$ cat config.mk
export PLATFORM = sky130hd
export DESIGN_NAME = dma_top
export DESIGN_NICKNAME = d
export VERILOG_FILES = /design/src/dma_irq.v /design/src/dma_chan.v /design/src/dma_top.v
export VERILOG_INCLUDE_DIRS = /design/src /design/src/src
export SDC_FILE = /design/constraint.sdc
export NUM_CORES = 1
export LEC_CHECK = 0
export BUFFER_PORTS_ARGS = -buffer_cell sky130_fd_sc_hd__buf_2
export CAP_MARGIN = 5
export CORE_ASPECT_RATIO = 0.75
export CORE_MARGIN = 1
export CORE_UTILIZATION = 31
export DETAILED_ROUTE_END_ITERATION = 8
export PLACE_DENSITY = 0.59
export SLEW_MARGIN = 30
export SYNTH_ARGS = -nofsm -noshare
export SYNTH_HDL_FRONTEND = slang
export SYNTH_SLANG_ARGS = --single-unit
export TNS_END_PERCENT = 1
$ cat constraint.sdc
create_clock -name pclk -period 3.46 [get_ports pclk]
set_input_delay 0.519 -clock pclk [delete_from_list [all_inputs] [get_ports pclk]]
set_output_delay 0.519 -clock pclk [all_outputs]
set_load 0.01 [all_outputs]
$ cat src/dma_map.vh
`ifndef DMA_MAP_VH
`define DMA_MAP_VH
// register byte offsets, channel block stride 0x20
`define CH_STRIDE 8'h20
`define REG_CTRL 8'h00
`define REG_SRC_START 8'h04
`define REG_DST_START 8'h08
`define REG_RELOAD 8'h0c
`define REG_PTR 8'h10
`define REG_CNT 8'h14
`define REG_IRQ_STAT 8'h40
`define REG_IRQ_EN 8'h44
`define REG_IRQ_CLR 8'h48
// control register bit positions
`define BIT_ENABLE 0
`define BIT_PENDING 1
`define BIT_SRC_FWD 2
`define BIT_DST_FWD 3
`define BIT_UNIT16 4
`define CTRL_W 5
// sequencer states
`define ST_IDLE 3'h0
`define ST_LOAD 3'h1
`define ST_RD0 3'h2
`define ST_RD1 3'h3
`define ST_WR 3'h4
`endif

$ cat src/dma_irq.v
`timescale 1ns/1ps
module dma_irq #(
  parameter N = 2
) (
  input wire pclk,
  input wire presetn,
  input wire [N-1:0] evt,
  input wire en_we,
  input wire clr_we,
  input wire [N-1:0] wdata,
  output wire [N-1:0] status,
  output wire [N-1:0] enable,
  output wire irq
);
  reg [N-1:0] stat_q;
  reg [N-1:0] en_q;

  // sticky status; an event in the clearing cycle survives the clear
  always @(posedge pclk or negedge presetn) begin
    if (!presetn) begin
      stat_q <= {N{1'b0}};
      en_q <= {N{1'b0}};
    end else begin
      stat_q <= (stat_q & ~(clr_we ? wdata : {N{1'b0}})) | evt;
      if (en_we) begin
        en_q <= wdata;
      end
    end
  end

  assign status = stat_q;
  assign enable = en_q;
  assign irq = |(stat_q & en_q);
endmodule

$ cat src/dma_chan.v
`timescale 1ns/1ps
`include "dma_map.vh"
module dma_chan #(
  parameter AW = 20,
  parameter CW = 16
) (
  input wire pclk,
  input wire presetn,
  input wire ctrl_we,
  input wire src_we,
  input wire dst_we,
  input wire reload_we,
  input wire [31:0] wdata,
  input wire req_evt,
  input wire xfer_start,
  input wire xfer_done,
  output wire [`CTRL_W-1:0] ctrl,
  output wire [AW-1:0] src_start,
  output wire [AW-1:0] dst_start,
  output wire [CW-1:0] reload,
  output wire [AW-1:0] ptr,
  output wire [CW-1:0] cnt,
  output wire fin
);
  reg en_q, pend_q, sfwd_q, dfwd_q, u16_q, arm_q;
  reg [AW-1:0] src_q, dst_q, ptr_q;
  reg [CW-1:0] rel_q, cnt_q;
  wire [AW-1:0] step;

  assign step = u16_q ? {{(AW-2){1'b0}}, 2'b10} : {{(AW-1){1'b0}}, 1'b1};
  // the final unit of a block ends the channel
  assign fin = xfer_done & (cnt_q == {{(CW-1){1'b0}}, 1'b1});

  // control bits and start values
  always @(posedge pclk or negedge presetn) begin
    if (!presetn) begin
      en_q <= 1'b0;
      sfwd_q <= 1'b0;
      dfwd_q <= 1'b0;
      u16_q <= 1'b0;
      arm_q <= 1'b0;
      src_q <= {AW{1'b0}};
      dst_q <= {AW{1'b0}};
      rel_q <= {CW{1'b0}};
    end else begin
      if (src_we) src_q <= wdata[AW-1:0];
      if (dst_we) dst_q <= wdata[AW-1:0];
      if (reload_we) rel_q <= wdata[CW-1:0];
      if (ctrl_we) begin
        en_q <= wdata[`BIT_ENABLE];
        sfwd_q <= wdata[`BIT_SRC_FWD];
        dfwd_q <= wdata[`BIT_DST_FWD];
        u16_q <= wdata[`BIT_UNIT16];
        arm_q <= wdata[`BIT_ENABLE];
      end else begin
        if (fin) en_q <= 1'b0;
        if (xfer_start) arm_q <= 1'b0;
      end
    end
  end

  // pending flag: hardware set beats any clear
  always @(posedge pclk or negedge presetn) begin
    if (!presetn) begin
      pend_q <= 1'b0;
    end else if (req_evt) begin
      pend_q <= 1'b1;
    end else if (xfer_start) begin
      pend_q <= 1'b0;
    end else if (ctrl_we && !wdata[`BIT_PENDING]) begin
      pend_q <= 1'b0;
    end
  end

  // working pointer and counter
  always @(posedge pclk or negedge presetn) begin
    if (!presetn) begin
      ptr_q <= {AW{1'b0}};
      cnt_q <= {CW{1'b0}};
    end else if (xfer_start && arm_q) begin
      ptr_q <= (sfwd_q || !dfwd_q) ? src_q : dst_q;
      cnt_q <= rel_q;
    end else if (xfer_done) begin
      ptr_q <= ptr_q + step;
      cnt_q <= cnt_q - {{(CW-1){1'b0}}, 1'b1};
    end
  end

  assign ctrl = {u16_q, dfwd_q, sfwd_q, pend_q, en_q};
  assign src_start = src_q;
  assign dst_start = dst_q;
  assign reload = rel_q;
  assign ptr = ptr_q;
  assign cnt = cnt_q;
endmodule

$ cat src/dma_top.v
// How it works
// - first transfer after enable loads pointer from the forward start register.
// - that same transfer loads the counter from its reload register.
// - writing enable 1 while already set repeats both reloads.
// - 16-bit unit from odd source reads source then source+1, then writes.
// - every request sets pending regardless of enable.
// - enabled channel clears pending just before its transfer begins.
// - software writing pending 1 is ignored; writing 0 clears it.
//
// The APB slave port and the register addresses are this design's own decisions.
`timescale 1ns/1ps
`include "dma_map.vh"
module dma_top #(
  parameter AW = 20,
  parameter CW = 16
) (
  input wire pclk,
  input wire presetn,
  input wire psel,
  input wire penable,
  input wire pwrite,
  input wire [7:0] paddr,
  input wire [31:0] pwdata,
  output reg [31:0] prdata,
  output wire pready,
  output wire pslverr,
  input wire [1:0] req_evt,
  output reg mem_req,
  output reg mem_we,
  output reg mem_wide,
  output reg [AW-1:0] mem_addr,
  output reg [15:0] mem_wdata,
  input wire [15:0] mem_rdata,
  input wire mem_ack,
  output wire irq
);
  localparam NCH = 2;

  // apb decode
  wire setup = psel & ~penable;
  wire acc = psel & penable;
  wire wr = acc & pwrite;
  wire [7:0] ch_off = {3'h0, paddr[4:0]};
  wire ch_sel = paddr[5];
  wire ch_area = (paddr[7:6] == 2'b00) & (ch_off <= `REG_CNT)
    & (paddr[1:0] == 2'b00);
  wire irq_area = (paddr == `REG_IRQ_STAT) | (paddr == `REG_IRQ_EN)
    | (paddr == `REG_IRQ_CLR);
  reg err_q;

  // flattened per-channel views
  wire [NCH*`CTRL_W-1:0] ctrl_f;
  wire [NCH*AW-1:0] src_f, dst_f, ptr_f;
  wire [NCH*CW-1:0] rel_f, cnt_f;
  wire [NCH-1:0] fin_f;
  wire [NCH-1:0] start_f, done_f;
  wire [NCH-1:0] irq_stat, irq_en;

  // sequencer state
  reg [2:0] st_q;
  reg sel_q;
  reg [7:0] lo_q;

  genvar g;
  generate
    for (g = 0; g < NCH; g = g + 1) begin : ch
      wire hit = wr & ch_area & (ch_sel == g);
      dma_chan #(.AW(AW), .CW(CW)) u_chan (
        .pclk(pclk),
        .presetn(presetn),
        .ctrl_we(hit & (ch_off == `REG_CTRL)),
        .src_we(hit & (ch_off == `REG_SRC_START)),
        .dst_we(hit & (ch_off == `REG_DST_START)),
        .reload_we(hit & (ch_off == `REG_RELOAD)),
        .wdata(pwdata),
        .req_evt(req_evt[g]),
        .xfer_start(start_f[g]),
        .xfer_done(done_f[g]),
        .ctrl(ctrl_f[g*`CTRL_W +: `CTRL_W]),
        .src_start(src_f[g*AW +: AW]),
        .dst_start(dst_f[g*AW +: AW]),
        .reload(rel_f[g*CW +: CW]),
        .ptr(ptr_f[g*AW +: AW]),
        .cnt(cnt_f[g*CW +: CW]),
        .fin(fin_f[g])
      );
    end
  endgenerate

  // channel completion raises a sticky interrupt
  dma_irq #(.N(NCH)) u_irq (
    .pclk(pclk),
    .presetn(presetn),
    .evt(fin_f),
    .en_we(wr & (paddr == `REG_IRQ_EN)),
    .clr_we(wr & (paddr == `REG_IRQ_CLR)),
    .wdata(pwdata[NCH-1:0]),
    .status(irq_stat),
    .enable(irq_en),
    .irq(irq)
  );

  // read data is captured in setup so the access phase needs no wait
  always @(posedge pclk or negedge presetn) begin
    if (!presetn) begin
      prdata <= 32'h0000_0000;
      err_q <= 1'b0;
    end else if (setup) begin
      err_q <= ~(ch_area | irq_area);
      prdata <= 32'h0000_0000;
      if (ch_area) begin
        case (ch_off)
          `REG_CTRL: prdata[`CTRL_W-1:0] <= ctrl_f[ch_sel*`CTRL_W +: `CTRL_W];
          `REG_SRC_START: prdata[AW-1:0] <= src_f[ch_sel*AW +: AW];
          `REG_DST_START: prdata[AW-1:0] <= dst_f[ch_sel*AW +: AW];
          `REG_RELOAD: prdata[CW-1:0] <= rel_f[ch_sel*CW +: CW];
          `REG_PTR: prdata[AW-1:0] <= ptr_f[ch_sel*AW +: AW];
          `REG_CNT: prdata[CW-1:0] <= cnt_f[ch_sel*CW +: CW];
          default: prdata <= 32'h0000_0000;
        endcase
      end else if (paddr == `REG_IRQ_STAT) begin
        prdata[NCH-1:0] <= irq_stat;
      end else if (paddr == `REG_IRQ_EN) begin
        prdata[NCH-1:0] <= irq_en;
      end
    end
  end

  assign pready = 1'b1;
  assign pslverr = acc & err_q;

  // channel 0 wins when both are requesting
  wire go0 = ctrl_f[`BIT_ENABLE] & ctrl_f[`BIT_PENDING];
  wire go1 = ctrl_f[`CTRL_W + `BIT_ENABLE] & ctrl_f[`CTRL_W + `BIT_PENDING];
  wire launch = (st_q == `ST_IDLE) & (go0 | go1);
  assign start_f = launch ? (go0 ? 2'b01 : 2'b10) : 2'b00;
  assign done_f = ((st_q == `ST_WR) & mem_ack) ? (sel_q ? 2'b10 : 2'b01)
    : 2'b00;

  // selected channel addressing; fixed sides use their start value
  wire [`CTRL_W-1:0] cc = ctrl_f[sel_q*`CTRL_W +: `CTRL_W];
  wire [AW-1:0] cptr = ptr_f[sel_q*AW +: AW];
  wire src_is_fwd = cc[`BIT_SRC_FWD];
  wire dst_is_fwd = cc[`BIT_DST_FWD] & ~cc[`BIT_SRC_FWD];
  wire [AW-1:0] src_addr = src_is_fwd ? cptr : src_f[sel_q*AW +: AW];
  wire [AW-1:0] dst_addr = dst_is_fwd ? cptr : dst_f[sel_q*AW +: AW];
  wire odd_split = cc[`BIT_UNIT16] & src_addr[0];

  // transfer sequencer on the memory port
  always @(posedge pclk or negedge presetn) begin
    if (!presetn) begin
      st_q <= `ST_IDLE;
      sel_q <= 1'b0;
      lo_q <= 8'h00;
      mem_req <= 1'b0;
      mem_we <= 1'b0;
      mem_wide <= 1'b0;
      mem_addr <= {AW{1'b0}};
      mem_wdata <= 16'h0000;
    end else begin
      case (st_q)
        `ST_IDLE: begin
          if (launch) begin
            sel_q <= ~go0;
            st_q <= `ST_LOAD;
          end
        end
        `ST_LOAD: begin
          // pointer reload has landed; issue the source read
          mem_req <= 1'b1;
          mem_we <= 1'b0;
          mem_addr <= src_addr;
          mem_wide <= cc[`BIT_UNIT16] & ~src_addr[0];
          st_q <= `ST_RD0;
        end
        `ST_RD0: begin
          if (mem_ack) begin
            if (odd_split) begin
              lo_q <= mem_rdata[7:0];
              mem_addr <= src_addr + {{(AW-1){1'b0}}, 1'b1};
              st_q <= `ST_RD1;
            end else begin
              mem_wdata <= mem_rdata;
              mem_we <= 1'b1;
              mem_wide <= cc[`BIT_UNIT16];
              mem_addr <= dst_addr;
              st_q <= `ST_WR;
            end
          end
        end
        `ST_RD1: begin
          if (mem_ack) begin
            mem_wdata <= {mem_rdata[7:0], lo_q};
            mem_we <= 1'b1;
            mem_wide <= 1'b1;
            mem_addr <= dst_addr;
            st_q <= `ST_WR;
          end
        end
        `ST_WR: begin
          if (mem_ack) begin
            mem_req <= 1'b0;
            mem_we <= 1'b0;
            st_q <= `ST_IDLE;
          end
        end
        default: begin
          mem_req <= 1'b0;
          st_q <= `ST_IDLE;
        end
      endcase
    end
  end
endmodule

==> results.md <==
- First-pass GRT wire length: 86.8 mm
- Crit path DAT: between 3 and 4 ns
- Static Leak: 0.00788 uW
- DR vias: approximately 14000
- Synth Area in Adders: 0.968%
- Status: finished clean
- Largest net degree at the start of global routing: 94
- Critical Path Max Stage Delay: 0.56 ns
- Initial antenna violation count: 1
- Worst Hold Class: in2async
- Worst VDD drop: 276 uV
- Synth area leader: dfrtp_1
- GP Congestion: 0.937
- Final ANT Viol Nets: 0
- GRT Residual Overflow: 0
- Std-Cell Rows: between 70 and 80
- Synth Area in Compound Gates: 16.9%
- Part of the Yosys area used for sequential elements: between 40 and 50%
- H-tree level count: 2
- Vias in the first global route: roughly 14000
- Largest family of logic cells by synthesized area: simple AND/OR/NAND/NOR gates
- Mux cell area share after synthesis: 15.7%
- Critical Path Start: ch[0].u_chan.sfwd_q
- Final setup violating endpoints: 0
- Max Cap Viol: 0
- Layout area overhead: 16.0%
- Net Sw Power: between 2000 and 3000 uW
- Yosys warnings: 0
- RR Endpoint: mem_addr[16]
- Met1 WL: approximately 25 mm
- Post-layout min period: between 2 and 3 ns
- Share of layout cells above drive strength 1: 21.3%
- Hpwl dp: 40.5 mm
- Placed cell count: about 2400
- Netlist Area Pre-Place: 15800 sq um
- Worst reg-to-reg path cell count: 10
- Max Transition Viols Final: 0
- Die H: 197 um
- Non-filler cells, final: about 2400
- Root Buffer: clkbuf_16
- Vias per std cell: about 5.8
- Skew-Pair Late Insertion Delay: between 0.5 and 0.6 ns
- DRC viols: 0
- Detail-routed net length per standard cell: 23.3 um
- Slew @ Worst Pin: 0.908 ns
- Worst path most repeated cell: mux2i_1
- Pre-antenna DRT Iters: 8
- Crit Path Category: reg2reg
- Post-synth EDFFs: 0
- Final hold violation count: 0
- Worst reg2reg path startpoint: ch[0].u_chan.sfwd_q
- Cell Chain, Critical Path: mux2i_1 > mux2i_1 > ha_1 > inv_1 > a31oi_1 > o2111ai_1 > or2_1 > nor3_2 > xnor2_1 > a221oi_2
- Post-synth top area share: 43.2%
- Setup slack, reg-to-reg: around 0.5 ns
- Clock Sinks: 272
- Worst-case clock buffer depth: 3
- Crit path capture: mem_addr[16]
- Most frequent cells in the layout: 299 x nand2_1, 271 x dfrtp_1, 118 x mux2_2, 111 x buf_2, 108 x mux2i_1
- Top sig layer: met4
- IO buf count: 112
- Comb pwr share: about 18%
- Clk pwr share: 39.6%
- Nets@finish: approximately 1800
- Seq cells post-synth: approximately 270
- Setup_tns: 0 ns
- Worst-path clk slew: about 0.060 ns
- Synth Instances: 1662
- Fmax: between 0.3 and 0.4 GHz
- XOR/XNOR share of the synthesized area: under 10%
- CP Launch Type: flip-flop
- Simple-Gate Fraction of Synth Area: between 10% and 20%
- Crit end category: flip-flop
- Commonest non-fill, non-tap cell in the layout: nand2_1
- Die area: between 50000 and 60000 sq um
- Sw Ratio: between 30% and 40%
- Asr flop ratio synth: 100%
- Critical path's slowest cell: dfrtp_1
- DR iter-0 viols: 1694
- Synth area leaders: dfrtp_1 43%, mux2_2 8.4%, nand2_1 7.1%, mux2i_1 6.9%, a21oi_1 2.9%
- Final period util: 85.9%
- I/O Pins: 138
- Num CTS Buffers: 34
- Post-layout util: a little over a third
- Hold buffers post-CTS: 0
- Max transition margin: around two fifths
- Global router's overall resource usage: a little over a fifth
- Syn_area_per_cell: 9.49 sq um
- Cell variety after synth: 74
- Core Region: between 50000 and 60000 sq um
- Internal Pwr Total: 6210 uW
- CTS tree: built
- Skew final: around 0.012 ns
- Crit path max fanout: 8
- Seq pwr share: between 40% and 50%
- Routed wl met3: around 4.8 mm
- Met2 WL post-DR: between 20 and 30 mm
- Post-CTS Repair Setup Buffers: 0
- Req. time, crit path: 3.90 ns
- Post-CTS Resized: 0
- Unrepaired setup endpoints after global routing: false
- Power density over the cells: slightly below 500 nW/um^2
- Total Wirelength: about 57 mm
- Die Width: roughly 260 um
- Post-synth top flop: dfrtp_1
- Hold slack: around 0.016 ns
- Initial Util: a little under a third
==> worst max-delay path, delay by kind of cell, from the launching register on <==
kind / cells / cell delay (ns)
adder cells (fa/ha/maj): 1 / 0.27
multiplexers: 2 / 0.58
AO/OA/AOI/OAI: 3 / 0.69
flip-flops: 1 / 0.56
buffers and inverters: 1 / 0.06
XOR/XNOR: 1 / 0.11
AND/OR/NAND/NOR: 2 / 0.61
==> synthesized netlist by cell type (11+ instances only) <==
cell type  instances
buf_2             31
nor2_1            86
a31oi_1           30
nor3_1            15
nand2_1          299
clkbuf_1          64
mux2i_1          108
nand3_1           37
inv_1             22
a22oi_1           15
nor4_1            12
and3_1            26
a21oi_1           90
a211oi_1          32
buf_1             12
xor2_1            11
and2_1            25
dfrtp_1          272
nor2b_1           17
o311ai_0          12
o21ai_0           57
o211ai_1          21
mux2_2           118
buf_4             15
xnor2_1           19
a311oi_1          13
o22ai_1           23
a222oi_1          32
==> area by class of cell <==
cell class | instances | area (sq um)
Timing Repair Buffer | 175 | 1120
Inverter | 22 | 82.6
Sequential cell | 272 | 6810
Antenna cell | 1 | 2.50
Multi-Input combinational cell | 1252 | 8360
Clock buffer | 54 | 1070
Fill cell | 5029 | 31900
Clock inverter | 7 | 37.5
Tap cell | 657 | 822
==> how the worst min path moves through the flow <==
stage / startpoint / endpoint / slack (ns) / depth (start not counted)
5_1_grt: presetn / mem_wdata[1] / 0.08 / 1
4_1_cts: presetn / mem_wdata[1] / 0.08 / 1
2_1_floorplan: presetn / ch[0].u_chan.arm_q / 0.22 / 0
3_5_place_dp: mem_addr[8] / mem_addr[8] / 0.46 / 1
3_3_place_gp: lo_q[2] / lo_q[2] / 0.46 / 2
6_report: presetn / mem_wdata[1] / 0.02 / 1
==> sequential cells by signal, indices dropped and copies added (netlist names), 3 cells and up <==
register / count
ch.u_chan.dst_start: 40
ch.u_chan.ptr: 40
ch.u_chan.src_start: 40
ch.u_chan.cnt: 32
ch.u_chan.reload: 32
mem_addr: 20
prdata: 20
mem_wdata: 16
lo_q: 8
st_q: 3
==> routing by layer <==
layer | GRT usage, % | vias up
met5 | 0 | -
met2 | 34.7 | 670
met3 | 3.81 | 99
li1 | - | 6291
met1 | 30.4 | 7039
met4 | 6.41 | 0
==> through the flow <==
stage	cell area [sq um]	power [uW]	setup WS [ns]
floorplan	15800	4710	0.560
global placement	17200	5410	0.592
detailed placement	17200	5450	0.548
CTS	18300	9010	0.550
global route	18300	9350	0.234
finish	18300	8960	0.487
==> power groups by stage <==
stage,sequential (uW),clock (uW),combinational (uW)
after CTS,3800,3600,1600
after global placement,3840,0,1570
final,3810,3550,1600
after detailed placement,3850,0,1600
after global routing,3840,3750,1760
after floorplan,3820,0,891
==> kinds of logic (layout without fill, tap and decap cells) <==
logic type | count (synthesis) | after routing
xor gates and xnor gates | 30 | 30
adders and majority gates | 11 | 11
and+or+nand+nor | 582 | 582
muxes | 229 | 229
AOI/OAI and AO/OA | 387 | 387
buffers and inverters | 149 | 258
DFF | 272 | 272
other | 2 | 14
Note: power is estimated with default switching activity, not from simulation.
